File: config.mk
export PLATFORM = sky130hd
export DESIGN_NAME = dma_request_flow
export DESIGN_NICKNAME = d
export VERILOG_FILES = /design/src/shared/dma_flow_pkg.sv /design/src/hdl/dma_channel_req.sv /design/src/hdl/dma_request_flow.sv
export VERILOG_INCLUDE_DIRS = /design/src /design/src/shared
export SDC_FILE = /design/constraint.sdc
export NUM_CORES = 1
export LEC_CHECK = 0
export BUFFER_PORTS_ARGS = -buffer_cell sky130_fd_sc_hd__buf_2
export CAP_MARGIN = 20
export CORE_UTILIZATION = 37
export DETAILED_ROUTE_END_ITERATION = 10
export MAX_ROUTING_LAYER = met4
export PLACE_DENSITY = 0.6
export SYNTH_ARGS = -nofsm -noshare
export SYNTH_HDL_FRONTEND = slang
export SYNTH_SLANG_ARGS = --single-unit
File: constraint.sdc
create_clock -name clk -period 8 [get_ports clk]
set_input_delay 0.8 -clock clk [delete_from_list [all_inputs] [get_ports clk]]
set_output_delay 0.8 -clock clk [all_outputs]
set_load 0.02 [all_outputs]
File: src/shared/dma_flow_map.svh
// Operation
// - Transfer only when enabled, no blocking flags.
// - Each accepted request moves one unit, count-1.
// - Auto mode requests internally once enabled.
// - Count reaching zero ends transfer normally.
// - Normal end raises interrupt when enabled.
// - Address error or NMI aborts transfers.
// - Clearing channel or master enable aborts.
// - Four-bit source field selects request mode.
// - Detect select picks low level or falling edge.
// - External source encodings 0000, 0010, 0011.
// - On-chip encodings: serial, timer, converter sources.
// - Cycle-steal withdraws module request at first unit.
// - Burst withdraws module request at last unit.
// - Requester need not be source or destination.
// - Edge sensing only in burst with edge select.
// - Start by priority, end on end conditions.
// - End flag only on normal end; read-then-clear.
// - Priority field: two fixed, two round-robin orders.
// - Error and NMI flags block until cleared.
`ifndef DMA_FLOW_MAP_SVH
`define DMA_FLOW_MAP_SVH

// Register map
`define CH_CTRL_BASE 8'h00
`define CH_COUNT_BASE 8'h04
`define CH_STRIDE 8'h10
`define GLOBAL_OP_OFS 8'h40

// Channel control fields
`define CTRL_ENABLE_BIT 0
`define CTRL_END_BIT 1
`define CTRL_IE_BIT 2
`define CTRL_SIZE_BIT 3
`define CTRL_BURST_BIT 4
`define CTRL_DETECT_BIT 6
`define CTRL_SRC_LSB 8
`define CTRL_SRC_MSB 11
`define CTRL_WMASK 16'h0F5D
`define CTRL_RESET 16'h0000
`define COUNT_RESET 16'h0000

// Global operation fields
`define GOP_MASTER_BIT 0
`define GOP_NMI_BIT 1
`define GOP_AE_BIT 2
`define GOP_PRIO_LSB 8
`define GOP_PRIO_MSB 9
`define PRIO_RESET 2'h0
`define RR_RESET_POS 2'h0

// Request source encodings
`define SRC_EXT_DUAL 4'h0
`define SRC_EXT_TO_DEV 4'h2
`define SRC_EXT_FROM_DEV 4'h3
`define SRC_SER0_RX 4'h4
`define SRC_TIMER3 4'hB
`define SRC_CONV_END 4'hD

// Priority modes
`define PRIO_FIXED0 2'h0
`define PRIO_FIXED1 2'h1
`define PRIO_RROBIN 2'h2
`define PRIO_EXT_RR 2'h3

`endif

File: src/shared/dma_flow_pkg.sv
`default_nettype none
package dma_flow_pkg;

  typedef enum logic [0:0] {
    ST_IDLE = 1'b0,
    ST_BUSY = 1'b1
  } flow_state_t;

  typedef struct packed {
    logic [3:0][15:0] ctrl;
    logic [3:0][15:0] count;
    logic [3:0] teSeen;
    logic [3:0] irq;
    logic masterEn;
    logic nmiFlag;
    logic addrErrFlag;
    logic nmiSeen;
    logic aeSeen;
    logic [1:0] prioSel;
    logic [1:0] rrPos;
    logic ch0Low;
    flow_state_t state;
    logic [1:0] curCh;
    logic [15:0] rdata;
  } flow_regs_t;

  typedef struct packed {
    logic extPrev;
    logic held;
  } req_regs_t;

endpackage
`default_nettype wire

File: src/hdl/dma_channel_req.sv
`include "dma_flow_map.svh"
`default_nettype none
module dma_channel_req (
  // Clock and reset
  input wire logic clk,
  input wire logic rst,
  // Channel setup
  input wire logic [3:0] srcSel,
  input wire logic detectEdge,
  input wire logic burstMode,
  input wire logic chanOn,
  // Request inputs
  input wire logic extReqN,
  input wire logic [8:0] moduleReq,
  // Unit progress
  input wire logic unitDone,
  input wire logic lastUnit,
  // Results
  output logic pending,
  output logic withdraw
);
  import dma_flow_pkg::*;

  req_regs_t state_reg, state_next;
  logic isExt, isMod, isAuto, modSel, edgeMode, extFall;

  // Source decode; unlisted codes fall back to auto
  always_comb begin
    isExt = (srcSel == `SRC_EXT_DUAL) || (srcSel == `SRC_EXT_TO_DEV) || (srcSel == `SRC_EXT_FROM_DEV);
    isMod = ((srcSel >= `SRC_SER0_RX) && (srcSel <= `SRC_TIMER3)) || (srcSel == `SRC_CONV_END);
    isAuto = !isExt && !isMod;
    if (srcSel == `SRC_CONV_END) begin
      modSel = moduleReq[8];
    end else if (isMod) begin
      modSel = moduleReq[3'(srcSel - `SRC_SER0_RX)];
    end else begin
      modSel = 1'b0;
    end
  end

  // Edge sensing only counts in burst with edge select
  assign edgeMode = isExt && burstMode && detectEdge;
  assign extFall = state_reg.extPrev && !extReqN;

  // Latch for edge and burst module requests, dropped at the last unit
  always_comb begin
    state_next = state_reg;
    state_next.extPrev = extReqN;
    if (unitDone && lastUnit) begin
      state_next.held = 1'b0;
    end
    if ((edgeMode && extFall) || (isMod && burstMode && modSel)) begin
      state_next.held = 1'b1;
    end
    if (!chanOn) begin
      state_next.held = 1'b0;
    end
  end

  always_ff @(posedge clk or posedge rst) begin
    if (rst) begin
      state_reg <= '{extPrev: 1'b1, held: 1'b0};
    end else begin
      state_reg <= state_next;
    end
  end

  // Request decision; requester need not be source or destination
  always_comb begin
    pending = 1'b0;
    if (chanOn) begin
      if (isAuto) begin
        pending = 1'b1;
      end else if (isExt) begin
        pending = edgeMode ? state_reg.held : !extReqN;
      end else begin
        pending = burstMode ? (state_reg.held || modSel) : modSel;
      end
    end
  end

  // Withdraw: first unit in cycle steal, last unit in burst
  assign withdraw = unitDone && isMod && (!burstMode || lastUnit);
endmodule
`default_nettype wire

File: src/hdl/dma_request_flow.sv
// Decided for this implementation: the address-and-strobe port and the register addresses.
`include "dma_flow_map.svh"
`default_nettype none
module dma_request_flow (
  // Clock and reset
  input wire logic clk,
  input wire logic rst,
  // Register port
  input wire logic [7:0] regAddr,
  input wire logic [15:0] regWdata,
  input wire logic regWr,
  input wire logic regRd,
  output logic [15:0] regRdata,
  // External request pins
  input wire logic [3:0] extRequestN,
  output logic [3:0] extAcknowledge,
  // On-chip module requests
  input wire logic [1:0] serialRxFullReq,
  input wire logic [1:0] serialTxEmptyReq,
  input wire logic [3:0] timerCaptureMatchReq,
  input wire logic conversionEndReq,
  output logic [3:0] moduleReqWithdraw,
  // Transfer engine
  output logic xferReq,
  output logic [1:0] xferChannel,
  output logic xferWordSize,
  input wire logic xferDone,
  input wire logic addrErrorEvent,
  input wire logic nmiEvent,
  // Processor interrupts
  output logic [3:0] transferEndIrq
);
  import dma_flow_pkg::*;

  localparam flow_regs_t FLOW_RESET = '{
    ctrl: {4{`CTRL_RESET}},
    count: {4{`COUNT_RESET}},
    teSeen: 4'h0,
    irq: 4'h0,
    masterEn: 1'b0,
    nmiFlag: 1'b0,
    addrErrFlag: 1'b0,
    nmiSeen: 1'b0,
    aeSeen: 1'b0,
    prioSel: `PRIO_RESET,
    rrPos: `RR_RESET_POS,
    ch0Low: 1'b1,
    state: ST_IDLE,
    curCh: 2'h0,
    rdata: 16'h0000
  };

  flow_regs_t state_reg, state_next;
  logic [3:0] enabled, pending, isLast, unitDone;
  logic [8:0] moduleReq;
  logic [2:0] grant;

  // Module requests in source-code order
  assign moduleReq = {conversionEndReq, timerCaptureMatchReq, serialTxEmptyReq[1], serialRxFullReq[1],
                      serialTxEmptyReq[0], serialRxFullReq[0]};

  // Per-channel enable and request detection
  for (genvar i = 0; i < 4; i++) begin : gen_ch
    assign enabled[i] = state_reg.ctrl[i][`CTRL_ENABLE_BIT] && state_reg.masterEn
                        && !state_reg.ctrl[i][`CTRL_END_BIT] && !state_reg.nmiFlag
                        && !state_reg.addrErrFlag;
    assign unitDone[i] = xferReq && xferDone && (state_reg.curCh == 2'(i));
    assign isLast[i] = state_reg.count[i] == 16'h0001;
    assign extAcknowledge[i] = xferReq && (state_reg.curCh == 2'(i));

    dma_channel_req u_req (
      .clk(clk),
      .rst(rst),
      .srcSel(state_reg.ctrl[i][`CTRL_SRC_MSB:`CTRL_SRC_LSB]),
      .detectEdge(state_reg.ctrl[i][`CTRL_DETECT_BIT]),
      .burstMode(state_reg.ctrl[i][`CTRL_BURST_BIT]),
      .chanOn(enabled[i]),
      .extReqN(extRequestN[i]),
      .moduleReq(moduleReq),
      .unitDone(unitDone[i]),
      .lastUnit(isLast[i]),
      .pending(pending[i]),
      .withdraw(moduleReqWithdraw[i])
    );
  end

  // Pick the highest-priority pending channel; returns {found, channel}
  function automatic logic [2:0] pick(input logic [3:0] pend, input logic [1:0] prio,
                                      input logic [1:0] rrPos, input logic ch0Low);
    logic [3:0][1:0] ord;
    logic [2:0] res;
    ord = {2'h1, 2'h2, 2'h3, 2'h0};
    res = 3'h0;
    case (prio)
      `PRIO_FIXED0: ord = {2'h1, 2'h2, 2'h3, 2'h0};
      `PRIO_FIXED1: ord = {2'h0, 2'h2, 2'h3, 2'h1};
      `PRIO_RROBIN: begin
        // Cycle 0>3>2>1 rotated so the last served channel sits at the bottom
        for (int k = 0; k < 4; k++) begin
          ord[k] = 2'(2'h0 - rrPos - 2'(k));
        end
      end
      `PRIO_EXT_RR: ord = ch0Low ? {2'h0, 2'h1, 2'h2, 2'h3} : {2'h1, 2'h0, 2'h2, 2'h3};
      default: ord = {2'h1, 2'h2, 2'h3, 2'h0};
    endcase
    for (int k = 3; k >= 0; k--) begin
      if (pend[ord[k]]) begin
        res = {1'b1, ord[k]};
      end
    end
    return res;
  endfunction

  assign grant = pick(pending, state_reg.prioSel, state_reg.rrPos, state_reg.ch0Low);

  // Registers, then flow, then hardware flag sets so a set beats a clear
  always_comb begin
    state_next = state_reg;
    state_next.rdata = 16'h0000;
    // Register reads, arming the read-one-then-write-zero clears
    if (regRd) begin
      for (int i = 0; i < 4; i++) begin
        if (regAddr == 8'(`CH_CTRL_BASE + `CH_STRIDE * i)) begin
          state_next.rdata = state_reg.ctrl[i];
          if (state_reg.ctrl[i][`CTRL_END_BIT]) begin
            state_next.teSeen[i] = 1'b1;
          end
        end
        if (regAddr == 8'(`CH_COUNT_BASE + `CH_STRIDE * i)) begin
          state_next.rdata = state_reg.count[i];
        end
      end
      if (regAddr == `GLOBAL_OP_OFS) begin
        state_next.rdata[`GOP_MASTER_BIT] = state_reg.masterEn;
        state_next.rdata[`GOP_NMI_BIT] = state_reg.nmiFlag;
        state_next.rdata[`GOP_AE_BIT] = state_reg.addrErrFlag;
        state_next.rdata[`GOP_PRIO_MSB:`GOP_PRIO_LSB] = state_reg.prioSel;
        state_next.nmiSeen = state_reg.nmiSeen || state_reg.nmiFlag;
        state_next.aeSeen = state_reg.aeSeen || state_reg.addrErrFlag;
      end
    end
    // Register writes; flags clear only after being read as one
    if (regWr) begin
      for (int i = 0; i < 4; i++) begin
        if (regAddr == 8'(`CH_CTRL_BASE + `CH_STRIDE * i)) begin
          state_next.ctrl[i] = (regWdata & `CTRL_WMASK) | (state_reg.ctrl[i] & ~`CTRL_WMASK);
          if (!regWdata[`CTRL_END_BIT] && state_reg.teSeen[i]) begin
            state_next.ctrl[i][`CTRL_END_BIT] = 1'b0;
            state_next.teSeen[i] = 1'b0;
          end
        end
        if (regAddr == 8'(`CH_COUNT_BASE + `CH_STRIDE * i)) begin
          state_next.count[i] = regWdata;
        end
      end
      if (regAddr == `GLOBAL_OP_OFS) begin
        state_next.masterEn = regWdata[`GOP_MASTER_BIT];
        state_next.prioSel = regWdata[`GOP_PRIO_MSB:`GOP_PRIO_LSB];
        if (!regWdata[`GOP_NMI_BIT] && state_reg.nmiSeen) begin
          state_next.nmiFlag = 1'b0;
          state_next.nmiSeen = 1'b0;
        end
        if (!regWdata[`GOP_AE_BIT] && state_reg.aeSeen) begin
          state_next.addrErrFlag = 1'b0;
          state_next.aeSeen = 1'b0;
        end
      end
    end
    // Transfer flow, one unit per grant
    case (state_reg.state)
      ST_IDLE: begin
        if (grant[2]) begin
          state_next.state = ST_BUSY;
          state_next.curCh = grant[1:0];
        end
      end
      ST_BUSY: begin
        if (!enabled[state_reg.curCh]) begin
          // Abort: no count change, end flag untouched
          state_next.state = ST_IDLE;
        end else if (xferDone) begin
          state_next.state = ST_IDLE;
          state_next.count[state_reg.curCh] = state_reg.count[state_reg.curCh] - 16'h0001;
          state_next.rrPos = 2'(2'h1 - state_reg.curCh);
          if (state_reg.curCh == 2'h0) begin
            state_next.ch0Low = 1'b1;
          end else if (state_reg.curCh == 2'h1) begin
            state_next.ch0Low = 1'b0;
          end
          if (isLast[state_reg.curCh]) begin
            state_next.ctrl[state_reg.curCh][`CTRL_END_BIT] = 1'b1;
          end
        end
      end
      default: state_next.state = ST_IDLE;
    endcase
    // Abort events latch and block every channel
    if (nmiEvent) begin
      state_next.nmiFlag = 1'b1;
    end
    if (addrErrorEvent) begin
      state_next.addrErrFlag = 1'b1;
    end
    for (int i = 0; i < 4; i++) begin
      state_next.irq[i] = state_next.ctrl[i][`CTRL_END_BIT] && state_next.ctrl[i][`CTRL_IE_BIT];
    end
  end

  always_ff @(posedge clk or posedge rst) begin
    if (rst) begin
      state_reg <= FLOW_RESET;
    end else begin
      state_reg <= state_next;
    end
  end

  // Request is dropped the same cycle the channel loses its enable
  assign xferReq = (state_reg.state == ST_BUSY) && enabled[state_reg.curCh];
  assign xferChannel = state_reg.curCh;
  assign xferWordSize = state_reg.ctrl[state_reg.curCh][`CTRL_SIZE_BIT];
  assign regRdata = state_reg.rdata;
  assign transferEndIrq = state_reg.irq;
endmodule
`default_nettype wire

# After elaboration in Yosys (flattened, before gate mapping)
# Index checks and enable logic that the tools add are counted.
# op_classes
eq_ne	34
order_cmp	18
div	0
n_mux	136
reduce_logical	151
bitwise_logic	6
multipliers	0
n_addsub	10
shift	0
# op_table
operator	n
128-bit 2-to-1 mux	3
16-bit 2-to-1 mux	19
132-bit 2-to-1 mux	1
1-bit logical AND	81
1-bit 2-to-1 mux	80
16-bit binary-select mux with 2-bit select	2
64-bit bitwise mux	1
16-bit demux with 2-bit select	2
16-bit by 1-bit == test with 1-bit output, second input constant	4
64-bit 2-to-1 mux	1
12-bit by 16-bit bitwise OR with 16-bit output	4
64-bit bitwise OR	1
4-bit by 2-bit == test with 1-bit output, second input constant	8
8-bit by 6-bit == test with 1-bit output, second input constant	4
8-bit one-hot mux with 4 select lines	1
1-bit logical OR	26
1-bit logical NOT	24
3-bit by 5-bit less-than comparator with 1-bit output, second input constant	4
3-bit 2-to-1 mux	6
4-bit == test, second input constant	4
8-bit by 5-bit == test with 1-bit output, second input constant	2
4-bit by 3-bit greater-or-equal comparator with 1-bit output, second input constant	4
4-bit less-or-equal comparator, second input constant	4
4-bit logical NOT	4
26 further kinds	65
# word_totals
inputBits	44
memories	0
latchBits	0
rom_bits	0
ramBits	0
reg_bits	173

# Longest topological paths before layout
# depth
ltp_word	18
mapped_depth	10
mapped_depth_nobuf	9

# Cells and area by module
# A second synthesis with hierarchy kept.
# hier_totals
hier_cells	997
area_unflattened_um2	9623.0
# modules_own_cells
mod	area_per_inst_um2	instances	cells_each	seq_area_each_um2
dma_request_flow	8511.9	1	869	3529.6
dma_channel_req	277.8	4	32	51.3

# Worst setup path after synthesis
# Ideal clock, no wire load.
# synth_path
path_type	register to output
startpoint	reg state_reg[27] (netlist name)
endpoint	out moduleReqWithdraw[3]
path_stages_with_launch	10
path_buffers	3
setup_slack_ps	4634
arrival_time_ps	2566
path_cell_list	dfrtp_1 > nor3b_1 > nand3b_1 > mux4_2 > nor2b_1 > buf_2 > nand4_1 > buf_2 > a221oi_1 > buf_4
# synth_between
elab_chain_len	10
# synth_lines
item	line	text
start, declared	dma_request_flow.sv:53	flow_regs_t state_reg, state_next;
start signal, assigned	dma_request_flow.sv:213	state_reg <= state_next;
1-bit logical NOT *	dma_request_flow.sv:65	&& !state_reg.ctrl[i][`CTRL_END_BIT] && !state_reg.nmiFlag
1-bit logical AND (2 in a row)	dma_request_flow.sv:64	assign enabled[i] = state_reg.ctrl[i][`CTRL_ENABLE_BIT] && state_reg.masterEn
1-bit binary-select mux with 2-bit select *	dma_request_flow.sv:218	assign xferReq = (state_reg.state == ST_BUSY) && enabled[state_reg.curCh];
1-bit 2-to-1 mux (implied by the code) *	dma_request_flow.sv:218	
1-bit logical AND *	dma_request_flow.sv:218	
net xferReq	dma_request_flow.sv:24	output logic xferReq,
1-bit logical AND * (2 in a row)	dma_request_flow.sv:67	assign unitDone[i] = xferReq && xferDone && (state_reg.curCh == 2'(i));
1-bit logical AND * (2 in a row)	dma_channel_req.sv:83	assign withdraw = unitDone && isMod && (!burstMode || lastUnit);
end, declared	dma_request_flow.sv:22	output logic [3:0] moduleReqWithdraw,
# Mark *: on every way through the listed nets, which the timed path passes. The rest lies on a longest branch. The select of a mux whose other input is x is not followed.

# Final worst setup path
# layout_path
startpoint	reg state_reg, in the netlist xferChannel[1]
endpoint	out moduleReqWithdraw[2]
# layout_between
elab_chain_len	7
# layout_lines
item	line
1-bit binary-select mux with 2-bit select	dma_request_flow.sv:218
1-bit 2-to-1 mux (implied by the code)	dma_request_flow.sv:218
1-bit logical AND	dma_request_flow.sv:218
1-bit logical AND	dma_request_flow.sv:67
1-bit logical AND *	dma_request_flow.sv:67
1-bit logical AND * (2 in a row)	dma_channel_req.sv:83
# Mark *: on every way between the ends. The rest lies on a longest branch, timed or not. The select of a mux whose other input is x is not followed.

==> results.txt <==
Setup violations remaining at the end of the flow were counted as 0. The family of cells with the greatest summed delay on the critical path was simple AND/OR/NAND/NOR gates. The logs give 66 for the distinct cell type count after synthesis and 0 for the initial antenna violation count. At the pin with the least slew margin, the transition time is 1.07 ns.

The tools report the synthesized cell area as 8930 um2. In the finished design, the share of the clock period the worst path needs comes to 71.1%. The synthesized netlist devotes 16.6% of its cell area to compound gates.

The worst hold path belongs to the class reg2reg. For this configuration, the core starts out at a cell density of 37.9%. The largest area contributor in the netlist was dfrtp_1. Area of the placeable core: 23500 um2. The tools report the count of max-cap constraint violations as 0.

Clock-pin slew was measured on the worst setup and hold paths at 0.06 ns. The run gives 149 as the clock net sink count. After synthesis, the cell types taking the most area are dfrtp_1, mux2_2, mux4_2. In this run, synthesis produced a sequential element count of 149. Once detail routing completed, the nets flagged for antenna violations numbered 0.

The static power due to leakage is 4.64 nW. For this run the aggregate overflow at the end of global routing stands at 0. In the final design database the tool counted 961 nets. Summed over its instances, the top area cell type makes up 40.4% of the synthesized netlist area.

Dividing total power by cell area gives a power density of 188 nW/um2. Based on the critical path, the design can be clocked at up to 176 MHz. STA classifies the critical path endpoint as an output pin.

In this run, post-CTS repair resized a total of 0 instances. The total buffers and inverters traversed by the critical path works out to 2. The filler cells instantiated in the layout total 2322. The remaining max-slew budget at the tightest pin was 28.6%.

Of the cells placed in the final design, the portion with a size suffix greater than 1 is 26.5%. The max-slew violation count is 0. After detailed routing, the number of vias per cell comes to 5.98.

Along the worst path, the maximum fanout reaches 35. For this block, the initial DRC count from the detailed router was 592. Across the VDD grid, the largest voltage drop is 0.104 mV. The synthesized netlist net count came out at 925.

Setup repair after global routing left no endpoint under its margin. The die is 157 um wide. Of the total synthesized cell area, the portion taken by AND, OR, NAND and NOR gates is 13.5%. In the synthesized netlist the async set-or-reset flop fraction comes to 100%. At the later pin of the worst-skew pair, clock insertion delay measures 0.43 ns. Overall power consumption after layout is estimated at 0.00189 W. Pin placement for this block handled 76 I/O pins. TritonCTS built the clock tree. The count of input and output buffers was 75. The standard cell with the maximum stage delay on the critical path was dfrtp_1. Wires add up to 28.5 mm. The required time at the endpoint of the critical path is 7.20 ns, and the number of buffers inserted to repair setup after CTS is 0. For this run, the leading register cell type out of synthesis is dfrtp_1.

The startpoint type of the worst setup path is a register. The logs give 4 for the count of H-tree levels built during CTS and 56 for the number of placement rows. The tree is rooted in a clkbuf_16. After synthesis, the largest family of logic cells by area is multiplexers. The worst setup path is of the reg2out kind. The logs give 7 for the length of the first detailed-routing pass in iterations and 0 for the total number of yosys warnings. Across every metal layer, demand over resource in global routing totals 24.7%. The post-synthesis adder-cell area fraction works out to 1.26%.

The post-synthesis cell count is 872, and the final RePlAce weighted congestion is 0.882. Detailed placement finished with a half-perimeter wire length of 19.4 mm. Hold repair after CTS inserted 0 buffers.

The count of vias placed by the detailed router came out at 7416. After detailed routing, the number of remaining DRC violations is 0. The tools report the area enclosed by the die boundary as 24800 um2. The flow ran to the end, and the final reports show no timing, DRC or antenna violations.

For the worst setup path, the data arrival time is 4.89 ns. The antenna diode instance count came out at 0. The signal on the critical path passes through clkinv_1, mux4_2, nor2b_1, nand4_2, a221oi_1, buf_2. Leaving out fill and tap cells, the most frequent cells in the layout are dfrtp_1, nand2_1, mux2_2.

The number of hold violations in the final report is 0, and the synthesis-to-finish area growth is 12.8%. The logs give 7228 for the number of global-route vias before repair and 17 for the number of buffers created by CTS. The die is 157 um tall. In the final routed layout, each cell accounts on average for 23.0 um.

The count of flip-flops with a built-in enable after synthesis was 0. The maximum number of pins on one net before global-route repair is 98, and the final clock skew is 0.00836 ns. The longest individual stage delay on the worst path was 1.04 ns. A synthesized cell averages 10.2 um2. The logs give 44.0 mm for the wire length of the first global-routing pass and 3.58 ns for the register-to-register path setup slack. Measured against the total synthesized area, the mux share comes to 19.7%. The maximum clock path buffer count was 2; the flip-flop count of the largest register after layout was 119. After synthesis, flip-flops and latches occupy 41.8% of the total area. The clock period minus worst slack was 5.69 ns. Setup total negative slack on the finished layout was measured at 0 ns.

Most frequent standard cell in the layout excluding fill and tap cells: dfrtp_1. After Yosys synthesis, XOR and XNOR cells account for 1.47% of the synthesized area.
-- cell usage after synthesis, types with 6 or more instances --
master / count
mux4_2: 20
a21oi_1: 47
nor2_1: 32
nor4b_1: 6
nand3_1: 6
buf_4: 26
a221oi_1: 7
nand3b_1: 14
mux2_2: 85
nor2b_1: 6
dfrtp_1: 144
inv_1: 33
a31oi_1: 23
ha_1: 9
nand2_1: 89
o21ai_0: 72
mux2i_1: 17
nor3_1: 12
a22oi_1: 39
xor2_1: 12
buf_2: 6
clkbuf_1: 35
mux4_1: 7
and3_1: 16
nand4_1: 7
nor4_1: 13
a211oi_1: 15
-- cell type report --
type / instances / area, um2 / area share [%]
Tap cell: 319 / 399 / 3.96
Timing Repair Buffer: 87 / 465 / 4.62
Clock buffer: 22 / 464 / 4.61
Multi-Input combinational cell: 619 / 4700 / 46.7
Inverter: 34 / 133 / 1.32
Sequential cell: 149 / 3730 / 37.1
Clock inverter: 10 / 170 / 1.69
-- layer usage --
metal	vias up	track usage (%)	share of wire [%]	wire length, um
met3	62	5.20	7.4	2110
met1	3686	32.9	44	12600
met5	-	-	0	0
met2	357	37.3	46	13000
met4	0	8.28	2.8	791
li1	3311	-	-	-
-- power breakdown --
part           internal (W)  total, W  switching [W]
combinational     0.0000794  0.000201       0.000122
clock              0.000541  0.000871       0.000329
sequential         0.000781  0.000819      0.0000377
-- worst paths after layout --
path                                       startpoint                     endpoint  cells past startpoint
min in group asynchronous                         rst       regRdata[14]$_DFF_PP0_                      2
max in group asynchronous                         rst     state_reg[119]$_DFF_PP0_                      3
min reg2reg                   state_reg[25]$_DFF_PP0_      state_reg[25]$_DFF_PP0_                      1
max                        xferChannel[1]$_DFFE_PP0P_         moduleReqWithdraw[2]                      6
max reg2reg                xferChannel[1]$_DFFE_PP0P_  transferEndIrq[2]$_DFF_PP0_                      6
min                           state_reg[25]$_DFF_PP0_      state_reg[25]$_DFF_PP0_                      1
-- kinds of logic after synthesis --
| kind of cell | Yosys count |
|---|---|
| adders and majority gates | 9 |
| xor gates and xnor gates | 15 |
| muxes | 129 |
| AOI/OAI and AO/OA | 237 |
| buffers and inverters | 104 |
| and+or+nand+nor | 229 |
| DFF | 149 |
-- per-stage QoR --
stage | cell area [um2] | cells | worst slack, ns | hold slack [ns] | util, %
floorplan | 8930 | 872 | 3.20 | 0.450 | -
global placement | 9440 | 1208 | 3.04 | 0.470 | 40.1
detailed placement | 9440 | 1208 | 2.84 | 0.473 | 40.1
CTS | 10100 | 1240 | 2.38 | 0.481 | 42.8
global route | 10100 | 1240 | 1.89 | 0.484 | 42.8
finish | 10100 | 1240 | 2.31 | 0.486 | 42.8
Note: power is estimated with default switching activity, not from simulation.
